### config.mk
export PLATFORM = sky130hd
export DESIGN_NAME = dpui_core
export DESIGN_NICKNAME = d
export VERILOG_FILES = /design/src/hw/dpui_core.v
export VERILOG_INCLUDE_DIRS = /design/src /design/src/hw
export SDC_FILE = /design/constraint.sdc
export NUM_CORES = 1
export LEC_CHECK = 0
export BUFFER_PORTS_ARGS = -buffer_cell sky130_fd_sc_hd__buf_4
export CORE_MARGIN = 2
export CORE_UTILIZATION = 30
export DETAILED_ROUTE_END_ITERATION = 10
export SYNTH_ARGS = -nofsm -noshare
export SYNTH_HDL_FRONTEND = slang
export SYNTH_SLANG_ARGS = --single-unit
### constraint.sdc
create_clock -name pclk -period 3.8 [get_ports pclk]
set_input_delay 0.95 -clock pclk [delete_from_list [all_inputs] [get_ports pclk]]
set_output_delay 0.95 -clock pclk [all_outputs]
set_load 0.05 [all_outputs]
### src/hw/dpui_regs.vh
// Constants for the DRAM power-up initialization block: APB map, fields, resets, timing.
// Assumes a 50 MHz pclk; included by the design file, the controller model and the bench.
`ifndef DPUI_REGS_VH
`define DPUI_REGS_VH

`define DPUI_CLK_MHZ          50
// Register byte offsets.
`define DPUI_OFF_CTRL         12'h000
`define DPUI_OFF_STATUS       12'h004
`define DPUI_OFF_MR_SEL       12'h008
`define DPUI_OFF_MR_DATA      12'h00C
`define DPUI_OFF_ACCESS       12'h010
`define DPUI_OFF_CONFIG       12'h014
// Control fields.
`define DPUI_CTRL_CMD_BIT     0
`define DPUI_CTRL_CMD_LSB     1
`define DPUI_CTRL_CMD_MSB     3
`define DPUI_CTRL_ADDR_LSB    8
`define DPUI_CTRL_ADDR_MSB    25
`define DPUI_CTRL_BANK_LSB    26
`define DPUI_CTRL_BANK_MSB    29
// Status write field.
`define DPUI_STATUS_CLR_BIT   4
// Command codes written to control.
`define DPUI_CMD_IDLE         3'h0
`define DPUI_CMD_MRW          3'h1
`define DPUI_CMD_ZQCAL        3'h2
`define DPUI_CMD_ACT          3'h3
`define DPUI_CMD_RD           3'h4
`define DPUI_CMD_WR           3'h5
`define DPUI_CMD_NOP          3'h6
// Mode register address bits.
`define DPUI_A_AUTO_PRE       10
`define DPUI_A_CHOP           12
`define DPUI_MR_OTF_LSB       1
`define DPUI_MR_OTF_VAL       2'h1
`define DPUI_MR3_GEAR         3
`define DPUI_MR3_PDA          4
`define DPUI_MR4_MPS          1
`define DPUI_MR4_SOFT_POST_PACKAGE_REPAIR         5
`define DPUI_MR4_CAL_LSB      6
`define DPUI_MR4_CAL_MSB      8
`define DPUI_MR4_HARD_POST_PACKAGE_REPAIR         13
`define DPUI_MR5_PAR_MSB      2
`define DPUI_MR_DEFAULT       18'h00000
`define DPUI_NUM_MR           7
// Timing.
`define DPUI_INIT_WAIT_US     500
`define DPUI_INIT_WAIT_CYC    (`DPUI_INIT_WAIT_US * `DPUI_CLK_MHZ)
`define DPUI_BURST_FULL       4'h8
`define DPUI_BURST_CHOP       4'h4
// Organisation codes in config.
`define DPUI_ORG_X16          2'h2

`endif

### src/hw/dpui_core.v
// DRAM device-side power-up, reset and access framing logic with an APB view.
// Assumes pins are synchronous to pclk; ctrl_reset_n is the chip reset from the controller.
//
// Function
// - Reset clears gear-down, per-device addressing, power saving, latencies and repair modes.
// - Device runs its internal initialization after reset without needing the clock.
// - Termination stays high impedance in reset and until clock enable samples high.
// - Access starts with row activate carrying bank group, bank and row.
// - Column commands take column, auto-precharge from A10, chop from A12.
// - Two words per clock at pins; eight half-clock words per access.
// - x4/x8 parts have four bank groups; x16 parts have two.
//
// The APB register port and the placing of the registers were chosen for this implementation.
`timescale 1ns/1ps
`default_nettype none
`include "dpui_regs.vh"

module dpui_core
(
  input  wire        pclk,
  input  wire        presetn,
  input  wire        psel,
  input  wire        penable,
  input  wire        pwrite,
  input  wire [11:0] paddr,
  input  wire [31:0] pwdata,
  output reg  [31:0] prdata,
  output reg         pready,
  output reg         pslverr,
  input  wire        ctrl_reset_n,
  input  wire        boundary_scan_enable_pin,
  input  wire        clock_enable,
  input  wire        termination_control_pin,
  output reg         termination_active,
  output reg         init_done,
  output reg         burst_active,
  output reg         data_beat
);

  localparam [4:0] ST_RESET = 5'h01;
  localparam [4:0] ST_INIT  = 5'h02;
  localparam [4:0] ST_WAIT  = 5'h04;
  localparam [4:0] ST_CFG   = 5'h08;
  localparam [4:0] ST_READY = 5'h10;

  reg [4:0]  state;
  reg [17:0] mode_reg [0:`DPUI_NUM_MR-1];
  reg [15:0] init_cnt;
  reg [2:0]  mr_sel;
  reg [1:0]  org;
  reg [3:0]  bank_open;
  reg [17:0] row_addr;
  reg [9:0]  col_addr;
  reg        auto_pre;
  reg [3:0]  beats_left;
  reg        nominal_termination;
  reg        term_sample;
  reg        zq_done;
  reg        cmd_error;
  reg [2:0]  next_mr_order;
  integer    i;

  wire       apb_wr = psel && penable && pwrite;
  wire       apb_rd = psel && !penable && !pwrite;
  wire [2:0] cmd    = pwdata[`DPUI_CTRL_CMD_MSB:`DPUI_CTRL_CMD_LSB];
  wire       cmd_go = apb_wr && (paddr == `DPUI_OFF_CTRL) && pwdata[`DPUI_CTRL_CMD_BIT];
  wire [17:0] cmd_addr = pwdata[`DPUI_CTRL_ADDR_MSB:`DPUI_CTRL_ADDR_LSB];
  wire [3:0]  cmd_bank = pwdata[`DPUI_CTRL_BANK_MSB:`DPUI_CTRL_BANK_LSB];

  // Expected mode register number for each step of the write sequence.
  function [2:0] dpui_mr_at;
    input [2:0] step;
    begin
      case (step)
        3'h0:    dpui_mr_at = 3'h3;
        3'h1:    dpui_mr_at = 3'h6;
        3'h2:    dpui_mr_at = 3'h5;
        3'h3:    dpui_mr_at = 3'h4;
        3'h4:    dpui_mr_at = 3'h2;
        3'h5:    dpui_mr_at = 3'h1;
        default: dpui_mr_at = 3'h0;
      endcase
    end
  endfunction

  // Bank groups available for the organisation; x16 reaches only two.
  function dpui_bank_ok;
    input [1:0] o;
    input [3:0] b;
    begin
      dpui_bank_ok = (o != `DPUI_ORG_X16) || !b[3];
    end
  endfunction

  // The internal initialization and termination reset follow the chip reset pin, not
  // the command clock enable.
  always @(posedge pclk or negedge presetn)
  begin
    if (!presetn)
    begin
      state               <= ST_RESET;
      init_cnt            <= 16'h0000;
      next_mr_order       <= 3'h0;
      termination_active  <= 1'b0;
      init_done           <= 1'b0;
      nominal_termination <= 1'b0;
      term_sample         <= 1'b0;
      zq_done             <= 1'b0;
      cmd_error           <= 1'b0;
      bank_open           <= 4'h0;
      row_addr            <= 18'h00000;
      col_addr            <= 10'h000;
      auto_pre            <= 1'b0;
      beats_left          <= 4'h0;
      burst_active        <= 1'b0;
      data_beat           <= 1'b0;
      for (i = 0; i < `DPUI_NUM_MR; i = i + 1)
        mode_reg[i] <= `DPUI_MR_DEFAULT;
    end
    else if (!ctrl_reset_n)
    begin
      state              <= ST_RESET;
      init_cnt           <= 16'h0000;
      next_mr_order      <= 3'h0;
      termination_active <= 1'b0;
      init_done          <= 1'b0;
      zq_done            <= 1'b0;
      beats_left         <= 4'h0;
      burst_active       <= 1'b0;
      data_beat          <= 1'b0;
      // Documented defaults are cleared; others stay undefined for software.
      mode_reg[3][`DPUI_MR3_GEAR] <= 1'b0;
      mode_reg[3][`DPUI_MR3_PDA]  <= 1'b0;
      mode_reg[4][`DPUI_MR4_MPS]  <= 1'b0;
      mode_reg[4][`DPUI_MR4_SOFT_POST_PACKAGE_REPAIR] <= 1'b0;
      mode_reg[4][`DPUI_MR4_HARD_POST_PACKAGE_REPAIR] <= 1'b0;
      mode_reg[4][`DPUI_MR4_CAL_MSB:`DPUI_MR4_CAL_LSB] <= 3'h0;
      mode_reg[5][`DPUI_MR5_PAR_MSB:0] <= 3'h0;
    end
    else
    begin
      // The clear sits ahead of every set so a fault in the same cycle stays recorded.
      if (apb_wr && paddr == `DPUI_OFF_STATUS && pwdata[`DPUI_STATUS_CLR_BIT])
        cmd_error <= 1'b0;
      case (state)
        ST_RESET:
          state <= ST_INIT;
        ST_INIT:
        begin
          if (init_cnt == `DPUI_INIT_WAIT_CYC - 1)
            state <= ST_WAIT;
          else
            init_cnt <= init_cnt + 16'h0001;
        end
        ST_WAIT:
        begin
          if (clock_enable)
          begin
            state              <= ST_CFG;
            term_sample        <= termination_control_pin;
            termination_active <= 1'b1;
          end
        end
        ST_CFG:
        begin
          if (!clock_enable || termination_control_pin != term_sample
              || boundary_scan_enable_pin)
            cmd_error <= 1'b1;
        end
        ST_READY:
        begin
        end
        default:
        begin
          state <= ST_RESET;
        end
      endcase

      data_beat <= burst_active;
      if (beats_left != 4'h0)
        beats_left <= beats_left - 4'h1;
      burst_active <= (beats_left > 4'h1);

      if (cmd_go && state != ST_RESET && state != ST_INIT)
      begin
        case (cmd)
          `DPUI_CMD_MRW:
          begin
            if (state == ST_CFG && next_mr_order < 3'h7
                && mr_sel != dpui_mr_at(next_mr_order))
              cmd_error <= 1'b1;
            mode_reg[mr_sel] <= cmd_addr;
            if (state == ST_CFG && mr_sel == dpui_mr_at(next_mr_order))
              next_mr_order <= next_mr_order + 3'h1;
          end
          `DPUI_CMD_ZQCAL:
          begin
            if (state == ST_CFG && next_mr_order == 3'h7)
            begin
              zq_done   <= 1'b1;
              state     <= ST_READY;
              init_done <= 1'b1;
              nominal_termination <= !term_sample;
            end
          end
          `DPUI_CMD_ACT:
          begin
            if (state == ST_READY && dpui_bank_ok(org, cmd_bank))
            begin
              bank_open <= cmd_bank;
              row_addr  <= cmd_addr;
            end
            else
              cmd_error <= 1'b1;
          end
          `DPUI_CMD_RD, `DPUI_CMD_WR:
          begin
            if (state == ST_READY)
            begin
              col_addr <= cmd_addr[9:0];
              auto_pre <= cmd_addr[`DPUI_A_AUTO_PRE];
              if (mode_reg[0][`DPUI_MR_OTF_LSB+1:`DPUI_MR_OTF_LSB] == `DPUI_MR_OTF_VAL
                  && !cmd_addr[`DPUI_A_CHOP])
                beats_left <= `DPUI_BURST_CHOP;
              else
                beats_left <= `DPUI_BURST_FULL;
              burst_active <= 1'b1;
            end
            else
              cmd_error <= 1'b1;
          end
          `DPUI_CMD_NOP:
          begin
            if (!mode_reg[4][`DPUI_MR4_MPS] && !mode_reg[3][`DPUI_MR3_GEAR])
              cmd_error <= 1'b1;
          end
          default:
          begin
          end
        endcase
      end
    end
  end

  // APB registers; every transfer completes in the access phase with no wait.
  always @(posedge pclk or negedge presetn)
  begin
    if (!presetn)
    begin
      prdata  <= 32'h00000000;
      pready  <= 1'b0;
      pslverr <= 1'b0;
      mr_sel  <= 3'h0;
      org     <= 2'h0;
    end
    else
    begin
      pready  <= psel && !penable;
      pslverr <= 1'b0;
      if (psel && !penable)
      begin
        if (paddr != `DPUI_OFF_CTRL && paddr != `DPUI_OFF_STATUS
            && paddr != `DPUI_OFF_MR_SEL && paddr != `DPUI_OFF_MR_DATA
            && paddr != `DPUI_OFF_ACCESS && paddr != `DPUI_OFF_CONFIG)
          pslverr <= 1'b1;
      end
      if (apb_wr && paddr == `DPUI_OFF_MR_SEL)
        mr_sel <= pwdata[2:0];
      else if (apb_wr && paddr == `DPUI_OFF_CONFIG)
        org <= pwdata[1:0];
      if (apb_rd)
      begin
        if (paddr == `DPUI_OFF_STATUS)
          prdata <= {24'h000000, nominal_termination, zq_done, cmd_error, state};
        else if (paddr == `DPUI_OFF_MR_SEL)
          prdata <= {29'h00000000, mr_sel};
        else if (paddr == `DPUI_OFF_MR_DATA)
          prdata <= {14'h0000, mode_reg[mr_sel]};
        else if (paddr == `DPUI_OFF_ACCESS)
          prdata <= {auto_pre, col_addr[2:0], bank_open, row_addr, 2'h0, beats_left};
        else if (paddr == `DPUI_OFF_CONFIG)
          prdata <= {27'h0000000, next_mr_order, org};
        else
          prdata <= 32'h00000000;
      end
    end
  end

endmodule

`default_nettype wire

Word-level counts from Yosys, hierarchy flattened

Index checks and enable logic that the tools add are counted.

Logic and storage cells: 201
Bits of input ports: 53
Bits in registers: 226
Output and inout bits: 38

Add/sub/neg operators: 3
Muxes and demuxes: 65
$lt $le $gt $ge: 4
Eq/ne operators: 44
Reductions and logical operators: 53
Bitwise logic cells: 2

Operators with widths:

| kind                                                                      | count |
|---|---|
| 32-bit two-way mux                                                        | 4 |
| 126-bit bitwise mux                                                       | 1 |
| 59-bit two-way mux                                                        | 2 |
| 18-bit binary-select mux with 3-bit select                                | 1 |
| 18-bit demux with 3-bit select                                            | 1 |
| 18-bit two-way mux                                                        | 3 |
| 16-bit two-way mux                                                        | 3 |
| 5-bit two-way mux                                                         | 7 |
| 4-bit two-way mux                                                         | 7 |
| 1-bit logical AND                                                         | 25 |
| 12-bit by 4-bit equality test with 1-bit output (second input constant)   | 2 |
| 12-bit by 5-bit equality test with 1-bit output (second input constant)   | 2 |
| 1-bit two-way mux                                                         | 24 |
| 3-bit two-way mux                                                         | 8 |
| 12-bit by 4-bit inequality test with 1-bit output (second input constant) | 2 |
| 12-bit by 5-bit inequality test with 1-bit output (second input constant) | 2 |
| 5-bit one-hot mux with 4 select lines                                     | 1 |
| 3-bit equality test (second input constant)                               | 6 |
| 3-bit one-hot mux with 6 select lines                                     | 1 |
| 16-bit by 1-bit adder with 16-bit output (second input constant)          | 1 |
| 16-bit by 15-bit equality test with 1-bit output (second input constant)  | 1 |
| 2-bit by 1-bit inequality test with 1-bit output (second input constant)  | 8 |
| 12-bit by 3-bit equality test with 1-bit output (second input constant)   | 1 |
| 3-bit by 2-bit equality test with 1-bit output (second input constant)    | 4 |
| other kinds (34)                                                          | 54 |

Depth between registers and ports, before layout

Word-level depth: 14
Mapped depth: 9
Gate-level depth less buffers: 7

Least setup slack after synthesis

Ideal clock, no wire load.

Kind: input-to-reg
Start: in paddr[3]
End: reg mode_reg[108] (netlist name)
Data required time: 3.675 ns
Buffers on the path: 4
Library setup time: 0.125 ns
Stages: 9
Data arrival time: 2.999 ns
Setup slack: 0.676 ns
Path through: buf_2 -> nor2_1 -> o2111ai_4 -> or4_1 -> buf_2 -> or3_1 -> buf_6 -> buf_12 -> mux2_4

Word-level cells in the longest chain between the ends: 6

RTL lines:

| element                              | RTL line        | source |
|---|---|---|
| start: declaration                   | dpui_core.v:25  | `input wire [11:0] paddr,` |
| 12-bit logical NOT (no source line)  | --              |  |
| 1-bit logical AND (2 in a row)       | dpui_core.v:66  | `` wire cmd_go = apb_wr && (paddr == `DPUI_OFF_CTRL) && pwdata[`DPUI_CTRL_CMD_BIT]; `` |
| 1-bit logical AND (2 in a row)       | dpui_core.v:184 | `if (cmd_go && state != ST_RESET && state != ST_INIT)` |
| 3-bit AND reduction (no source line) | --              |  |
| end signal: indexed assignment       | dpui_core.v:118 | `` mode_reg[i] <= `DPUI_MR_DEFAULT; `` |
| end signal: indexed assignment       | dpui_core.v:192 | `mode_reg[mr_sel] <= cmd_addr;` |
| end: declaration                     | dpui_core.v:47  | `` reg [17:0] mode_reg [0:`DPUI_NUM_MR-1]; `` |

Every way passes these cells.
A chain may end at the register's enable or synchronous reset.

Final worst setup path

Start: in paddr[1]
End: reg mode_reg[125] (netlist name)

Same word-level chain as after synthesis.

==> results.ini <==
[floorplan]
die_h_um = 197
start_util_pct = 30.5
fp.dieW_um = 197
die_area_sq_um = 38900
ioPinCount = 91
rows = 70
core-area_sq_um = 36700

[routing]
drt_wl_total_mm = 29.8
drt-initial-drc-count = 636
num_vias = 7953
drc_errors = 0
dr.pass1.iters = 5
wl_per_cell_um = 19.4
ant_nets = 0
via_per_inst = 5.18

[clock_network]
cts_buffer_depth = 3
numCtsBuffers = 25
clk_pin_slew_ns = 0.06
clockRootBuffer = clkbuf_16
cts.htree.levels = 1
cts_tree = yes
cts_setup_buffers = 0
clkSinkCount = 226
ctsHoldBuffers = 0
clk_latency_ns = 0.54
cts-resized-gates = 0

[grt]
antenna_found_initial = 2
grt_usage_pct = 15.4
grt_max_degree = 101
grt_first_pass_wirelength_mm = 47.0
grt_pass1_vias = 7984
grt.overflow.total = 0

[synthesis]
syn-mean-instance-area_sq_um = 11.7
syn_area_sq_um = 11200
seq_area_frac_synth_pct = 50.5
yosys_most_used_dff = dfrtp_1
yosys_register_bits = 226
synth_cells = 960
ys_async_sr_fraction_pct = 100
synth_warnings = 0
synth_cell_type_count = 74
yosysTopAreaCell = dfrtp_1
synth_edf_count = 0
synth_fp_nets = 1023
yosysTopAreaCellShare_pct = 50.3
synth.top_cells.by_area = dfrtp_1, mux2_2, mux2_4

[worst_setup_path]
worstSetupStartpointType = primary input
crit_path_end_kind = flip-flop
worstPathRequired_ns = 4.21
worstSetupPathType = in2reg
cp.arrival_ns = 3.31
path_max_fanout = 18

[placement]
dp_slack_ns = 0.330
place_area_sq_um = 12400
gp_congestion = 0.840
port_buffers = 85
dp_hpwl_mm = 20.2

[worst_hold_path]
hold_path.class = in2async

[timing]
worst_slack_ns = 0.899
post-route-min-period_ns = 2.90
slew_viol_final = 0
tightest_slew_ns = 0.850
max-slew-margin-rel_pct = 43.3
fin_crit_sh_pct = 76.3
rsz0062_at_grt = false
fin_setup_tns_ns = 0
fmax_mhz = 345
finalHoldViolations = 0
clock_skew_ns = 0.0157
finalSetupViolCount = 0

[cells_and_area]
final_common_cell = dfrtp_1
final_cell_mix = dfrtp_1, mux2_2, buf_4, nand2_1, nor2_1
nets = 1111
insertedDiodeCount = 0
num-fill-cells = 3658
largest_register_ffs = 126
final_area_sq_um = 13200
area_growth_pct = 18.3
drive_gt1_share_pct = 31.8

[job]
maxCapViolations = 0

[power]
power_density_nw_per_um2 = 407
irDropWorstVdd_mv = 0.313
power_leakage_nw = 6.17

[status]
outcome = finished, final reports clean

kinds of logic (layout without fill, tap and decap cells):
family	Yosys count	in the layout	share of synthesized area, %
simple gates	273	273	12.6
buf+inv	84	190	3.81
mux	190	190	20.4
compound gates	169	169	10.8
xor+xnor	8	8	0.693
flops	226	226	50.5
fa+ha+maj	10	10	1.12
through the flow:
stage | hold slack (ns) | instances | power, mW | util, %
detailed placement | 0.458 | 1489 | 2.99 | 33.8
global route | 0.482 | 1534 | 5.60 | 36.1
floorplan | 0.460 | 960 | 2.78 | -
global placement | 0.456 | 1489 | 2.98 | 33.8
finish | 0.462 | 1534 | 5.39 | 36.1
CTS | 0.471 | 1534 | 5.45 | 36.1
final timing paths:
check / start / slack (ns) / end / cells past startpoint
min: presetn / 0.46 / init_cnt[10] / 1
min reg2reg: prdata[28] / 0.46 / prdata[28] / 2
max in group asynchronous: presetn / 2.51 / mode_reg[86] / 2
min in group pclk: prdata[28] / 0.46 / prdata[28] / 2
max reg2reg: state[2] / 1.03 / mode_reg[125] / 6
max: paddr[1] / 0.90 / mode_reg[125] / 7
power by group:
group / switching (mW) / internal (mW) / leakage (nW)
Sequential: 0.0473 / 2.45 / 3.13
Clock: 1.01 / 1.44 / 0.418
Combinational: 0.284 / 0.160 / 2.62
Total: 1.34 / 4.05 / 6.17
cell usage after synthesis (all sizes together), types with 23 or more instances:
cell	instances
nor2	49
inv	27
a21oi	32
clkbuf	29
mux2i	29
nand3	23
mux2	155
dfrtp	225
buf	28
nand2	74
o21ai	24
routing by layer:
metal,GRT usage [%],vias to the layer above,wire [um],share of wire (%)
met5,0,-,32,0.11
met2,25.3,181,14100,47
met3,3.00,39,1700,5.7
met1,21.2,4049,13500,45
met4,3.37,4,462,1.5
li1,-,3680,-,-
critical path, cell delays in order:
cell and delay, ns:
buf_4 0.11, nor4_1 0.36, nand3_1 0.20, or4_1 0.69, or3_1 0.37, buf_4 0.28, mux2_4 0.34
cell type report:
type	instances	area (sq um)	share of cell area (%)
Clock inverter	8	83.8	0.633
Timing Repair Buffer	118	931	7.03
Multi-Input combinational cell	650	5130	38.7
Inverter	27	101	0.766
Clock buffer	37	751	5.67
Tap cell	468	586	4.42
Sequential cell	226	5660	42.8
Power figures use the tool's default switching activity.
